## src/scfg_pkg.sv

```systemverilog
// constants, field layout and carriers of the sensor configuration register
//Contract
//- One 16-bit configuration register sits at pointer address 01h and is readable and writable.
//- Bits 15:11 read as zero and the host writes them only as zero.
//- Bits 10:9 pick a hysteresis of 0, 1.5, 3.0 or 6.0 degrees for codes 00, 01, 10, 11.
//- The chosen hysteresis applies to the upper, lower and critical limits alike.
//- Hysteresis acts only on falling temperature; a rise trips as soon as it passes a limit.
//- A comparator alert stays on until the temperature falls below limit minus hysteresis.
//- The upper alarm flag (temperature bit 14) holds until below upper limit minus hysteresis.
//- The same hysteresis thresholds drive the alert pin as drive the alarm flags.
//- While either lock is set, writes to the hysteresis field are ignored.
//- Bit 8 at 0 keeps conversions running, at 1 switches the sensor off.
//- Powered down, no conversion is done, no data is updated and no alert is raised.
//- Powered down, the alert pin is released and driven in neither state.
//- While either lock is set, writes to the power-down bit are ignored.
//- Once written to 1, a lock bit holds until power-on reset.
//- The alert mode bit selects comparator operation at 0 and interrupt operation at 1.
`default_nettype none
package scfg_pkg;
    localparam logic [7:0]  ptr_config      = 8'h01;
    localparam logic [15:0] config_reset    = 16'h0000;
    localparam int          temp_w          = 11;   // quarter-degree two's complement
    localparam int          calc_w          = 13;   // headroom for limit minus hysteresis
    // hysteresis in quarter degrees: 0, 1.5, 3.0, 6.0 degrees
    localparam logic [calc_w-1:0] hyst_q_off = 13'h0000;
    localparam logic [calc_w-1:0] hyst_q_1p5 = 13'h0006;
    localparam logic [calc_w-1:0] hyst_q_3p0 = 13'h000c;
    localparam logic [calc_w-1:0] hyst_q_6p0 = 13'h0018;
    // bit positions inside the configuration word
    localparam int bit_hyst_hi   = 10;
    localparam int bit_hyst_lo   = 9;
    localparam int bit_power_dn  = 8;
    localparam int bit_crit_lock = 7;
    localparam int bit_win_lock  = 6;
    localparam int bit_clear     = 5;
    localparam int bit_asserted  = 4;
    localparam int bit_out_en    = 3;
    localparam int bit_crit_only = 2;
    localparam int bit_polarity  = 1;
    localparam int bit_mode      = 0;

    typedef enum logic [1:0] {
        hyst_none,
        hyst_1p5,
        hyst_3p0,
        hyst_6p0
    } scfg_hyst_e;

    // stored, writable fields of the configuration register
    typedef struct packed {
        scfg_hyst_e hysteresis_select;
        logic       sensor_power_down;
        logic       critical_limit_lock;
        logic       window_limit_lock;
        logic       alert_output_enable;
        logic       alert_critical_only;
        logic       alert_polarity;
        logic       alert_mode_select;
    } scfg_fields_s;

    // register access from the serial engine
    typedef struct packed {
        logic        wr;
        logic        rd;
        logic [7:0]  ptr;
        logic [15:0] wdata;
    } scfg_access_s;

    // conversion result and alarm limits, all quarter degrees
    typedef struct packed {
        logic                      done;
        logic signed [temp_w-1:0]  temp;
        logic signed [temp_w-1:0]  upper;
        logic signed [temp_w-1:0]  lower;
        logic signed [temp_w-1:0]  crit;
    } scfg_sample_s;

    // alarm flags as they sit in temperature register bits 15:13
    typedef struct packed {
        logic crit;
        logic upper;
        logic lower;
    } scfg_flags_s;
endpackage
`default_nettype wire

```

## src/scfg_config.sv

```systemverilog
// configuration register, hysteresis alarm tracking and alert pin control
`default_nettype none
module scfg_config (
    input  wire logic                 mclk,
    input  wire logic                 rst,
    input  wire logic                 ce,
    input  wire scfg_pkg::scfg_access_s acc,
    input  wire scfg_pkg::scfg_sample_s smp,
    output logic [15:0]               rdata,
    output logic                      rdata_valid,
    output scfg_pkg::scfg_fields_s    cfg,
    output logic                      conv_enable,
    output scfg_pkg::scfg_flags_s     flags,
    output logic                      alert_out,
    output logic                      alert_oe
);
    import scfg_pkg::*;

    // hysteresis code to quarter degrees
    function automatic logic [calc_w-1:0] hyst_amount(input scfg_hyst_e h);
        unique case (h)
            hyst_none: hyst_amount = hyst_q_off;
            hyst_1p5:  hyst_amount = hyst_q_1p5;
            hyst_3p0:  hyst_amount = hyst_q_3p0;
            hyst_6p0:  hyst_amount = hyst_q_6p0;
        endcase
    endfunction

    // above-limit tracker: rises with no offset, falls only past limit minus hysteresis
    function automatic logic track_above(
        input logic                     above,
        input logic signed [temp_w-1:0] t,
        input logic signed [temp_w-1:0] lim,
        input logic [calc_w-1:0]        hy
    );
        logic signed [calc_w-1:0] te;
        logic signed [calc_w-1:0] le;
        logic signed [calc_w-1:0] fall;
        te   = calc_w'(t);
        le   = calc_w'(lim);
        fall = le - $signed(hy);
        if (te > le)
            track_above = 1'b1;
        else if (te < fall)
            track_above = 1'b0;
        else
            track_above = above;
    endfunction

    // state
    logic        above_upper;
    logic        above_lower;
    logic        above_crit;
    logic        event_latched;
    logic        cond_prev;

    // access decode
    wire         hit       = (acc.ptr == ptr_config);
    wire         cfg_wr    = acc.wr && hit;
    wire         any_lock  = cfg.critical_limit_lock | cfg.window_limit_lock;
    wire         clear_req = cfg_wr && acc.wdata[bit_clear];
    wire         powered   = !cfg.sensor_power_down;

    // next values of the fields; reserved and read-only bits never stored
    wire scfg_hyst_e next_hyst  = (cfg_wr && !any_lock) ?
                                  scfg_hyst_e'(acc.wdata[bit_hyst_hi:bit_hyst_lo]) :
                                  cfg.hysteresis_select;
    wire         next_pdn       = (cfg_wr && !any_lock) ?
                                  acc.wdata[bit_power_dn] : cfg.sensor_power_down;
    wire         next_clock     = cfg.critical_limit_lock |
                                  (cfg_wr & acc.wdata[bit_crit_lock]);
    wire         next_wlock     = cfg.window_limit_lock |
                                  (cfg_wr & acc.wdata[bit_win_lock]);
    wire         next_out_en    = (cfg_wr && !any_lock) ?
                                  acc.wdata[bit_out_en] : cfg.alert_output_enable;
    wire         next_crit_only = (cfg_wr && !cfg.window_limit_lock) ?
                                  acc.wdata[bit_crit_only] : cfg.alert_critical_only;
    wire         next_pol       = (cfg_wr && !any_lock) ?
                                  acc.wdata[bit_polarity] : cfg.alert_polarity;
    wire         next_mode      = (cfg_wr && !any_lock) ?
                                  acc.wdata[bit_mode] : cfg.alert_mode_select;

    // one hysteresis figure for all three limits
    wire [calc_w-1:0] hy = hyst_amount(cfg.hysteresis_select);
    wire         take = smp.done && powered;
    wire         next_above_upper = take ?
                                    track_above(above_upper, smp.temp, smp.upper, hy) :
                                    above_upper;
    wire         next_above_lower = take ?
                                    track_above(above_lower, smp.temp, smp.lower, hy) :
                                    above_lower;
    wire         next_above_crit  = take ?
                                    track_above(above_crit, smp.temp, smp.crit, hy) :
                                    above_crit;

    // alarm condition from the same trackers as the flags
    wire         window_cond = next_above_upper | !next_above_lower;
    wire         next_cond   = next_above_crit |
                               (!cfg.alert_critical_only & window_cond);
    // interrupt mode catches the rising edge of the condition; a new event beats a clear
    wire         new_event   = take && next_cond && !cond_prev;
    wire         next_latch  = !cfg.alert_mode_select ? 1'b0 :
                               new_event ? 1'b1 :
                               clear_req ? 1'b0 : event_latched;
    wire         next_cond_prev = take ? next_cond : cond_prev;
    wire         active_raw  = cfg.alert_mode_select ? next_latch : next_cond;
    wire         next_active = active_raw && cfg.alert_output_enable;
    // open drain: only the asserted low level, or the inactive low of high polarity, is driven
    wire         drive_low   = cfg.alert_polarity ? !next_active : next_active;
    wire         next_oe     = powered && drive_low;

    // readback word; reserved, clear and status positions assembled here
    wire [15:0]  cfg_word = {5'h00,
                             cfg.hysteresis_select,
                             cfg.sensor_power_down,
                             cfg.critical_limit_lock,
                             cfg.window_limit_lock,
                             1'b0,                                   // clear reads zero
                             powered & next_active,
                             cfg.alert_output_enable,
                             cfg.alert_critical_only,
                             cfg.alert_polarity,
                             cfg.alert_mode_select};

    // configuration fields; reserved bits have no storage at all
    always_ff @(posedge mclk or posedge rst) begin
        if (rst) begin
            // stored fields only: bits 10:6 and 3:0, nine bits in all
            cfg <= scfg_fields_s'({config_reset[bit_hyst_hi:bit_win_lock],
                                   config_reset[bit_out_en:bit_mode]});
        end else if (ce) begin
            cfg.hysteresis_select   <= next_hyst;
            cfg.sensor_power_down   <= next_pdn;
            cfg.critical_limit_lock <= next_clock;
            cfg.window_limit_lock   <= next_wlock;
            cfg.alert_output_enable <= next_out_en;
            cfg.alert_critical_only <= next_crit_only;
            cfg.alert_polarity      <= next_pol;
            cfg.alert_mode_select   <= next_mode;
        end
    end

    // limit trackers and alarm flags hold their state through power-down
    always_ff @(posedge mclk or posedge rst) begin
        if (rst) begin
            above_upper <= 1'b0;
            above_lower <= 1'b1;
            above_crit  <= 1'b0;
            flags       <= '0;
        end else if (ce) begin
            above_upper <= next_above_upper;
            above_lower <= next_above_lower;
            above_crit  <= next_above_crit;
            flags.upper <= next_above_upper;
            flags.crit  <= next_above_crit;
            flags.lower <= !next_above_lower;
        end
    end

    // alert event latch and pin drive
    always_ff @(posedge mclk or posedge rst) begin
        if (rst) begin
            event_latched <= 1'b0;
            cond_prev     <= 1'b0;
            alert_oe      <= 1'b0;
            alert_out     <= 1'b0;
            conv_enable   <= 1'b0;
        end else if (ce) begin
            event_latched <= next_latch;
            cond_prev     <= next_cond_prev;
            alert_oe      <= next_oe;
            alert_out     <= 1'b0;        // open drain only ever pulls low
            conv_enable   <= !next_pdn;
        end
    end

    // registered readback, zero when another register is addressed
    always_ff @(posedge mclk or posedge rst) begin
        if (rst) begin
            rdata       <= 16'h0000;
            rdata_valid <= 1'b0;
        end else if (ce) begin
            rdata       <= (acc.rd && hit) ? cfg_word : 16'h0000;
            rdata_valid <= acc.rd && hit;
        end
    end
endmodule
`default_nettype wire

```

## config.mk

```make
export PLATFORM = sky130hd
export DESIGN_NAME = scfg_config
export DESIGN_NICKNAME = d
export VERILOG_FILES = /design/src/scfg_pkg.sv /design/src/scfg_config.sv
export SDC_FILE = /design/constraint.sdc
export NUM_CORES = 1
export LEC_CHECK = 0
export BUFFER_PORTS_ARGS = -buffer_cell sky130_fd_sc_hd__buf_4
export CAP_MARGIN = 10
export CORE_ASPECT_RATIO = 0.9
export CORE_UTILIZATION = 45
export DETAILED_ROUTE_END_ITERATION = 16
export HOLD_SLACK_MARGIN = 0.03
export PLACE_DENSITY = 0.7
export RECOVER_POWER = 100
export SYNTH_ARGS = -nofsm -noshare
export SYNTH_HDL_FRONTEND = slang
export SYNTH_SLANG_ARGS = --single-unit
```

## constraint.sdc

```tcl
create_clock -name mclk -period 3.8 [get_ports mclk]
set_input_delay 0.38 -clock mclk [delete_from_list [all_inputs] [get_ports mclk]]
set_output_delay 0.38 -clock mclk [all_outputs]
set_load 0.005 [all_outputs]
```

==> out/results.ini, run 1 <==
[routing]
drtIter0Drc=188
postRouteAntennaNets=0
routed_wl_um=10400
vias=3699
vias_per_cell=5.55
drc=10
drt-wirelength-per-cell_um=15.6
dr.pass1.iters=11

[floorplanning]
std_cell_rows=31
die_h_um=88.2
die_area_mm2=0.00863
initial_core_util=0.463
io-pin-count=106
core_area_mm2=0.00803
die_x_um=97.8

[clock_tree]
cts_tree=done
clk_pin_slew_worst_paths_ps=100
ctsLongestPathBuffers=2
cts_root_buf=clkbuf_8
cts_sinks=28
ctsHoldBuffers=0
clk_latency_ps=280
numCtsBuffers=3
htreeDepth=1

[global_route]
gr-usage-met3=0.0245
grt_pass1_vias=3596
grt_use_met2=0.452
busiest_layer=met2
grtUsageMet1=0.297
grt_max_degree=29
grt-ovfl-total=0
antenna_found_initial=0
grt_pass1_wl_um=16600
track_usage=0.239

[yosys]
synth.cell_area_mm2=0.00372
synth_seq_area_share=0.189
async_flop_share=1.00
avgSynthCellArea_um2=8.62
yosysTopAreaCell=ha_1
ys_warn_count=0
synth_ff_type=dfrtp_1
synth.distinct_cells=55
synth_top_area_frac=0.283
yosysMostFrequentCell=ha_1
synth_edf_count=0
yosys-top-cells-count=ha_1, inv_1, a21oi_1
ys_ff_latch=28
syn_inst=431
synth_area_leaders=ha_1, dfrtp_1, xnor2_1

[placement]
gp_congestion=0.866
dpl.hpwl_um=8120
io_buffers=92
place_inst=643
placed_area_mm2=0.00470

[sta]
tightest_slew_ps=1060
fmax_mhz=252
rsz0062_at_grt=true
layout_min_cycle_time_ps=3970
setup_viol=4
period_share=1.04
hold_violations=0
maxSlewHeadroom=0.294
finalWorstSetupSlack_ps=-170
drv_slew=0
fin_worst_skew_ps=6.45
tns_ps=-258

[critical_path]
crit_required_ps=3970
cp-start-kind=flip-flop
rrSetupSlack_ps=-170
rr_worst_depth=18
path_cells=inv_2, ha_4, buf_6, ha_1, a21o_1, a21o_1, a211oi_4, nand2_1, xnor2_1, ha_1, a21oi_2, o2111ai_2, a21oi_2, a21oi_2, a211oi_2, o21ai_2, or2_1, a221o_1
slowest_delay_ps=430
worstSetupEndpointType=flip-flop
path_class=reg -> reg
worstPathMaxFanout=5
path_common_cell=a21oi_2
cp_slowest_cell=dfrtp_1
worstPathArrival_ps=4140

[power]
pwr_density_cell_mw_per_mm2=228
total_leakage_power_nw=2.64
peakVddDrop_mv=0.155
total_power_mw=1.19

[status]
violations=design-rule violations, negative setup slack
status=complete, but fails checks

[finish]
nets=730
syn_to_final_growth_pct=40.8
drive_gt1_frac=0.366
fin_area_mm2=0.00523
n_antenna_cell=0
final_cells=667

[min_path]
hold_path_class=in -> reg
min_path_cells=3

[run]
maxCapViolCount=0

## through the flow
step	setup WS (ps)	utilization	hold slack (ps)
floorplan	8.10	-	445
global placement	-241	0.585	469
detailed placement	-341	0.585	474
CTS	-99.4	0.626	306
global route	-339	0.652	301
finish	-170	0.652	302
## power by group
| group | internal, mW | switching, mW |
|---|---|---|
| clock | 0.141 | 0.0941 |
| sequential | 0.310 | 0.0132 |
| combinational | 0.321 | 0.311 |
| total | 0.773 | 0.419 |
## cell usage in the layout, fill, tap and decap left out, types with 11 or more instances in the layout
master	synthesis	final
buf_4	9	110
ha_1	84	77
inv_1	51	48
a21oi_1	36	28
nor2_1	28	27
dfrtp_1	27	26
nand2_1	26	24
clkbuf_4	0	24
xnor2_1	22	21
a21o_1	15	15
o21ai_0	13	11
## cell type report
cell class	count	area, µm²
Clock buffer	3	41.3
Timing Repair Buffer	140	1070
Tap cell	99	124
Clock inverter	1	30.0
Multi-Input combinational cell	345	3070
Fill cell	663	2800
Inverter	51	194
Sequential cell	28	703
## sequential cells by signal, indices dropped and copies added, names as in the netlist
signal,count
above_crit,1
above_lower,1
above_upper,1
alert_oe,1
cfg,9
cond_prev,1
conv_enable,1
event_latched,1
flags,1
rdata,10
rdata_valid,1
## cells by family (layout without fill, tap and decap cells)
kind of cell,count (synthesis),count (layout),synth area share
adder cells (fa/ha/maj),87,87,0.299
XOR/XNOR,22,22,0.0519
multiplexers,6,6,0.0175
other,1,7,0.00101
AO/OA/AOI/OAI,111,111,0.213
AND/OR/NAND/NOR,112,112,0.153
flip-flops,28,28,0.189
buffers and inverters,64,195,0.0758
## path summary, 6_finish.rpt
check	to	start
worst max-delay path	alert_oe$_DFFE_PP0P_	cfg[7]$_DFFE_PP0P_
worst min-delay path	cfg[8]$_DFFE_PP0P_	acc[10]
worst max register to register	alert_oe$_DFFE_PP0P_	cfg[7]$_DFFE_PP0P_
worst min register to register	rdata_valid$_DFFE_PP0P_	rdata_valid$_DFFE_PP0P_
max in group asynchronous	cfg[8]$_DFFE_PP0P_	rst
min in group asynchronous	rdata[3]$_DFFE_PP0P_	rst
## what timing repair did
action                     CTS  global route
resized for setup           29            34
buffers inserted            13             7
pin swaps                   32            20
setup endpoints to repair    6             7
## routing by layer
metal | vias up | wire [µm]
met1 | 1753 | 4490
met2 | 92 | 5320
met4 | 0 | 267
met5 | - | 0
met3 | 29 | 335
li1 | 1825 | -
## critical path, delay by kind of cell, from the launching register on
| kind | cells | cell delay [ps] |
|---|---|---|
| AOI/OAI and AO/OA | 10 | 1860 |
| adders and majority gates | 3 | 850 |
| DFF | 1 | 430 |
| and+or+nand+nor | 2 | 360 |
| buffers and inverters | 2 | 210 |
| xor gates and xnor gates | 1 | 140 |
No activity file was read; power rests on OpenSTA's default activity.
==> inputs of run 2 (changes only) <==
- ABC_AREA: not set -> 1
==> run 2 against run 1 <==
- synthesized cell count grew 25%
- the run ends with negative setup slack left
- power is 10% lower
- area after synthesis rose by 3.2%
- flip-flop and latch count unchanged
- global-route usage decreased by 1.6 points
- critical path type unchanged
- cell area rose by 0.29%
- hold slack improved by 46 ps
- non-clock buffer count rose by 2
- setup slack worse by 34 ps
==> out/results.ini, run 2 <==
[yosys]
synth_edf_count=0  ; unchanged
synth.distinct_cells=37  ; -33%
ys_ff_latch=28  ; unchanged
yosys-top-cells-count=nand2_1, ha_1, inv_1
yosysMostFrequentCell=nand2_1
synth_area_leaders=ha_1, dfrtp_1, nand2_1
synth.cell_area_mm2=0.00384  ; +3.2%
synth_top_area_frac=0.274  ; -0.00886
synth_seq_area_share=0.183  ; -0.00591
ys_warn_count=0  ; unchanged
synth_ff_type=dfrtp_1
async_flop_share=1.00  ; unchanged
syn_inst=539  ; +25%
yosysTopAreaCell=ha_1
avgSynthCellArea_um2=7.12  ; -17%

[power]
power_frac_comb=0.509  ; -0.022
pwr_density_cell_mw_per_mm2=204  ; -10%
seq_power_share=0.318  ; +0.047
total_power_mw=1.07  ; -10%
clkPwrFrac=0.173  ; -0.024
p_sw_uw=392  ; -6.4%
p_int_uw=680  ; -12%
total_leakage_power_nw=2.93  ; +11%
peakVddDrop_mv=0.186  ; +20%
power_switching_share=0.366  ; +0.0142

[critical_path]
slowest_delay_ps=430  ; about the same
path_common_cell=nand2_1
worstPathArrival_ps=4180  ; +40 ps
cp-start-kind=flip-flop
worstSetupEndpointType=flip-flop
cp_slowest_cell=dfrtp_2
crit_required_ps=3970  ; about the same
path_class=reg -> reg
worstPathMaxFanout=3  ; -2

[sta]
layout_min_cycle_time_ps=4000  ; +33.9 ps
tightest_slew_ps=1050  ; -3.98 ps
fmax_mhz=250  ; -0.85%
rsz0062_at_grt=true
drv_slew=0  ; unchanged
period_share=1.05  ; +0.00893
hold_slack_ps=348  ; +46.3 ps
finalWorstSetupSlack_ps=-204  ; -33.9 ps
hold_violations=0  ; unchanged
setup_viol=5  ; +1
fin_worst_skew_ps=1.20  ; -5.24 ps
maxSlewHeadroom=0.297  ; +0.00266

[routing]
drc=0  ; -10
postRouteAntennaNets=0  ; unchanged
vias=3847  ; +4.0%
routed_wl_um=10000  ; -3.7%
top_layer=met4
wl_met3_um=276  ; -18%
wl_met2_um=4840  ; -9.1%
vias_per_cell=4.96  ; -11%
dr.pass1.iters=4  ; -7
drt-wirelength-per-cell_um=12.9  ; -17%
wl_met1_um=4870  ; +8.5%
drtIter0Drc=151  ; -20%

[placement]
gp_congestion=0.829  ; -4.2%
place_inst=754  ; +17%
place_ws_ps=-327  ; +14.5 ps
placed_area_mm2=0.00483  ; +2.8%
io_buffers=92  ; unchanged
dpl.hpwl_um=7910  ; -2.6%

[global_route]
grt_max_degree=29  ; unchanged
grt_pass1_vias=3519  ; -2.1%
grt_pass1_wl_um=16000  ; -3.7%
antenna_found_initial=0  ; unchanged
grt-ovfl-total=0  ; unchanged
track_usage=0.223  ; -0.0164

[finish]
final_common_cell=buf_4
drive_gt1_frac=0.309  ; -0.0575
nFillCells=720  ; +8.6%
top_regs=rdata (10), cfg (9)
final_cells=776  ; +16%
syn_to_final_growth_pct=36.8
n_antenna_cell=0  ; unchanged
largest_reg_flops=10  ; unchanged
final_cell_mix=buf_4, nand2_1, inv_1
nets=839  ; +15%
fin_area_mm2=0.00525  ; +0.29%
largest-register=rdata

[clock_tree]
htreeDepth=1  ; unchanged
ctsHoldBuffers=0  ; unchanged
cts_root_buf=clkbuf_8
cts_sinks=28  ; unchanged
numCtsBuffers=3  ; unchanged
clk_latency_ps=270  ; about the same
cts_tree=done
clk_pin_slew_worst_paths_ps=90  ; about the same
ctsLongestPathBuffers=2  ; unchanged

[floorplanning]
die_h_um=89.6  ; +1.6%
die_area_mm2=0.00890  ; +3.2%
io-pin-count=106  ; unchanged
initial_core_util=0.471  ; +0.00813
core_area_mm2=0.00815  ; +1.4%
die_x_um=99.3  ; +1.6%
std_cell_rows=31  ; unchanged

[status]
status=complete, but fails checks
violations=negative setup slack

[run]
maxCapViolCount=0  ; unchanged

[min_path]
hold_path_class=in -> reg

-- run 2: cell count changes after synthesis, sizes merged, moves of 5 or more --
cell and change:
nand2 +103, inv +34, nor2 +19, xor2 +19
xnor2 -17, nand3 +16, a21o -12, a22o -9
a211oi -6, nand2b -6, nor2b -6, o21ai +6
nor4 -5
-- run 2: power groups by stage --
| stage | Combinational [mW] | Sequential (mW) | Clock, mW |
|---|---|---|---|
| detailed placement | 0.477 | 0.347 | 0 |
| global route | 0.616 | 0.344 | 0.195 |
| floorplan | 0.296 | 0.344 | 0 |
| CTS | 0.514 | 0.341 | 0.187 |
| finish | 0.546 | 0.341 | 0.185 |
| global placement | 0.460 | 0.346 | 0 |
-- run 2: final cells by class --
| type | instances | area, µm² | area share |
|---|---|---|---|
| Multi-Input combinational cell | 417 | 2980 | 0.568 |
| Timing Repair Buffer | 142 | 1060 | 0.202 |
| Sequential cell | 28 | 704 | 0.134 |
| Inverter | 86 | 323 | 0.0615 |
| Tap cell | 99 | 124 | 0.0236 |
| Clock buffer | 4 | 55.1 | 0.0105 |
-- run 2: worst paths after layout --
path                                               from                      end  slack [ps]  depth (start not counted)
worst max register to register       cfg[7]$_DFFE_PP0P_     alert_oe$_DFFE_PP0P_        -200                         30
worst max-delay path                 cfg[7]$_DFFE_PP0P_     alert_oe$_DFFE_PP0P_        -200                         30
worst min register to register  conv_enable$_DFFE_PP0P_  conv_enable$_DFFE_PP0P_         490                          1
worst min-delay path                            acc[10]       cfg[8]$_DFFE_PP0P_         350                          3
max in group asynchronous                           rst       cfg[7]$_DFFE_PP0P_        2740                          2
min in group asynchronous                           rst  conv_enable$_DFFE_PP0P_         360                          2
-- run 2: cell families (layout without fill, tap and decap cells) --
group | Yosys count | count (layout) | share of synthesized area
AO/OA/AOI/OAI | 77 | 77 | 0.112
flip-flops | 28 | 28 | 0.183
XOR/XNOR | 24 | 24 | 0.0548
AND/OR/NAND/NOR | 222 | 222 | 0.253
adder cells (fa/ha/maj) | 87 | 87 | 0.290
buffers and inverters | 100 | 232 | 0.107
other | 1 | 7 | 0.000978
-- run 2: timing repair --
action	in CTS	in global routing
buffers inserted	10	8
resized for setup	29	30
pin swaps	7	32
setup endpoints to repair	4	8
hold endpoints to repair	0	0
-- run 2: layer usage --
layer / up-vias / GRT usage
met2: 67 / 0.398
li1: 2022 / -
met1: 1754 / 0.306
met5: - / 0
met4: 0 / 0.0187
met3: 4 / 0.0224
-- run 2: through the flow --
step                setup TNS [ps]  utilization
finish                        -620        0.644
global route                 -2020        0.644
CTS                           -323        0.625
detailed placement            -952        0.593
global placement              -466        0.593
floorplan                        0            -
-- run 2: worst max-delay path, delay by kind of cell (launching register included) --
family,cells,cell delay [ps]
xor gates and xnor gates,1,170
adders and majority gates,3,670
AOI/OAI and AO/OA,4,780
DFF,1,430
and+or+nand+nor,21,1790
buffers and inverters,1,70
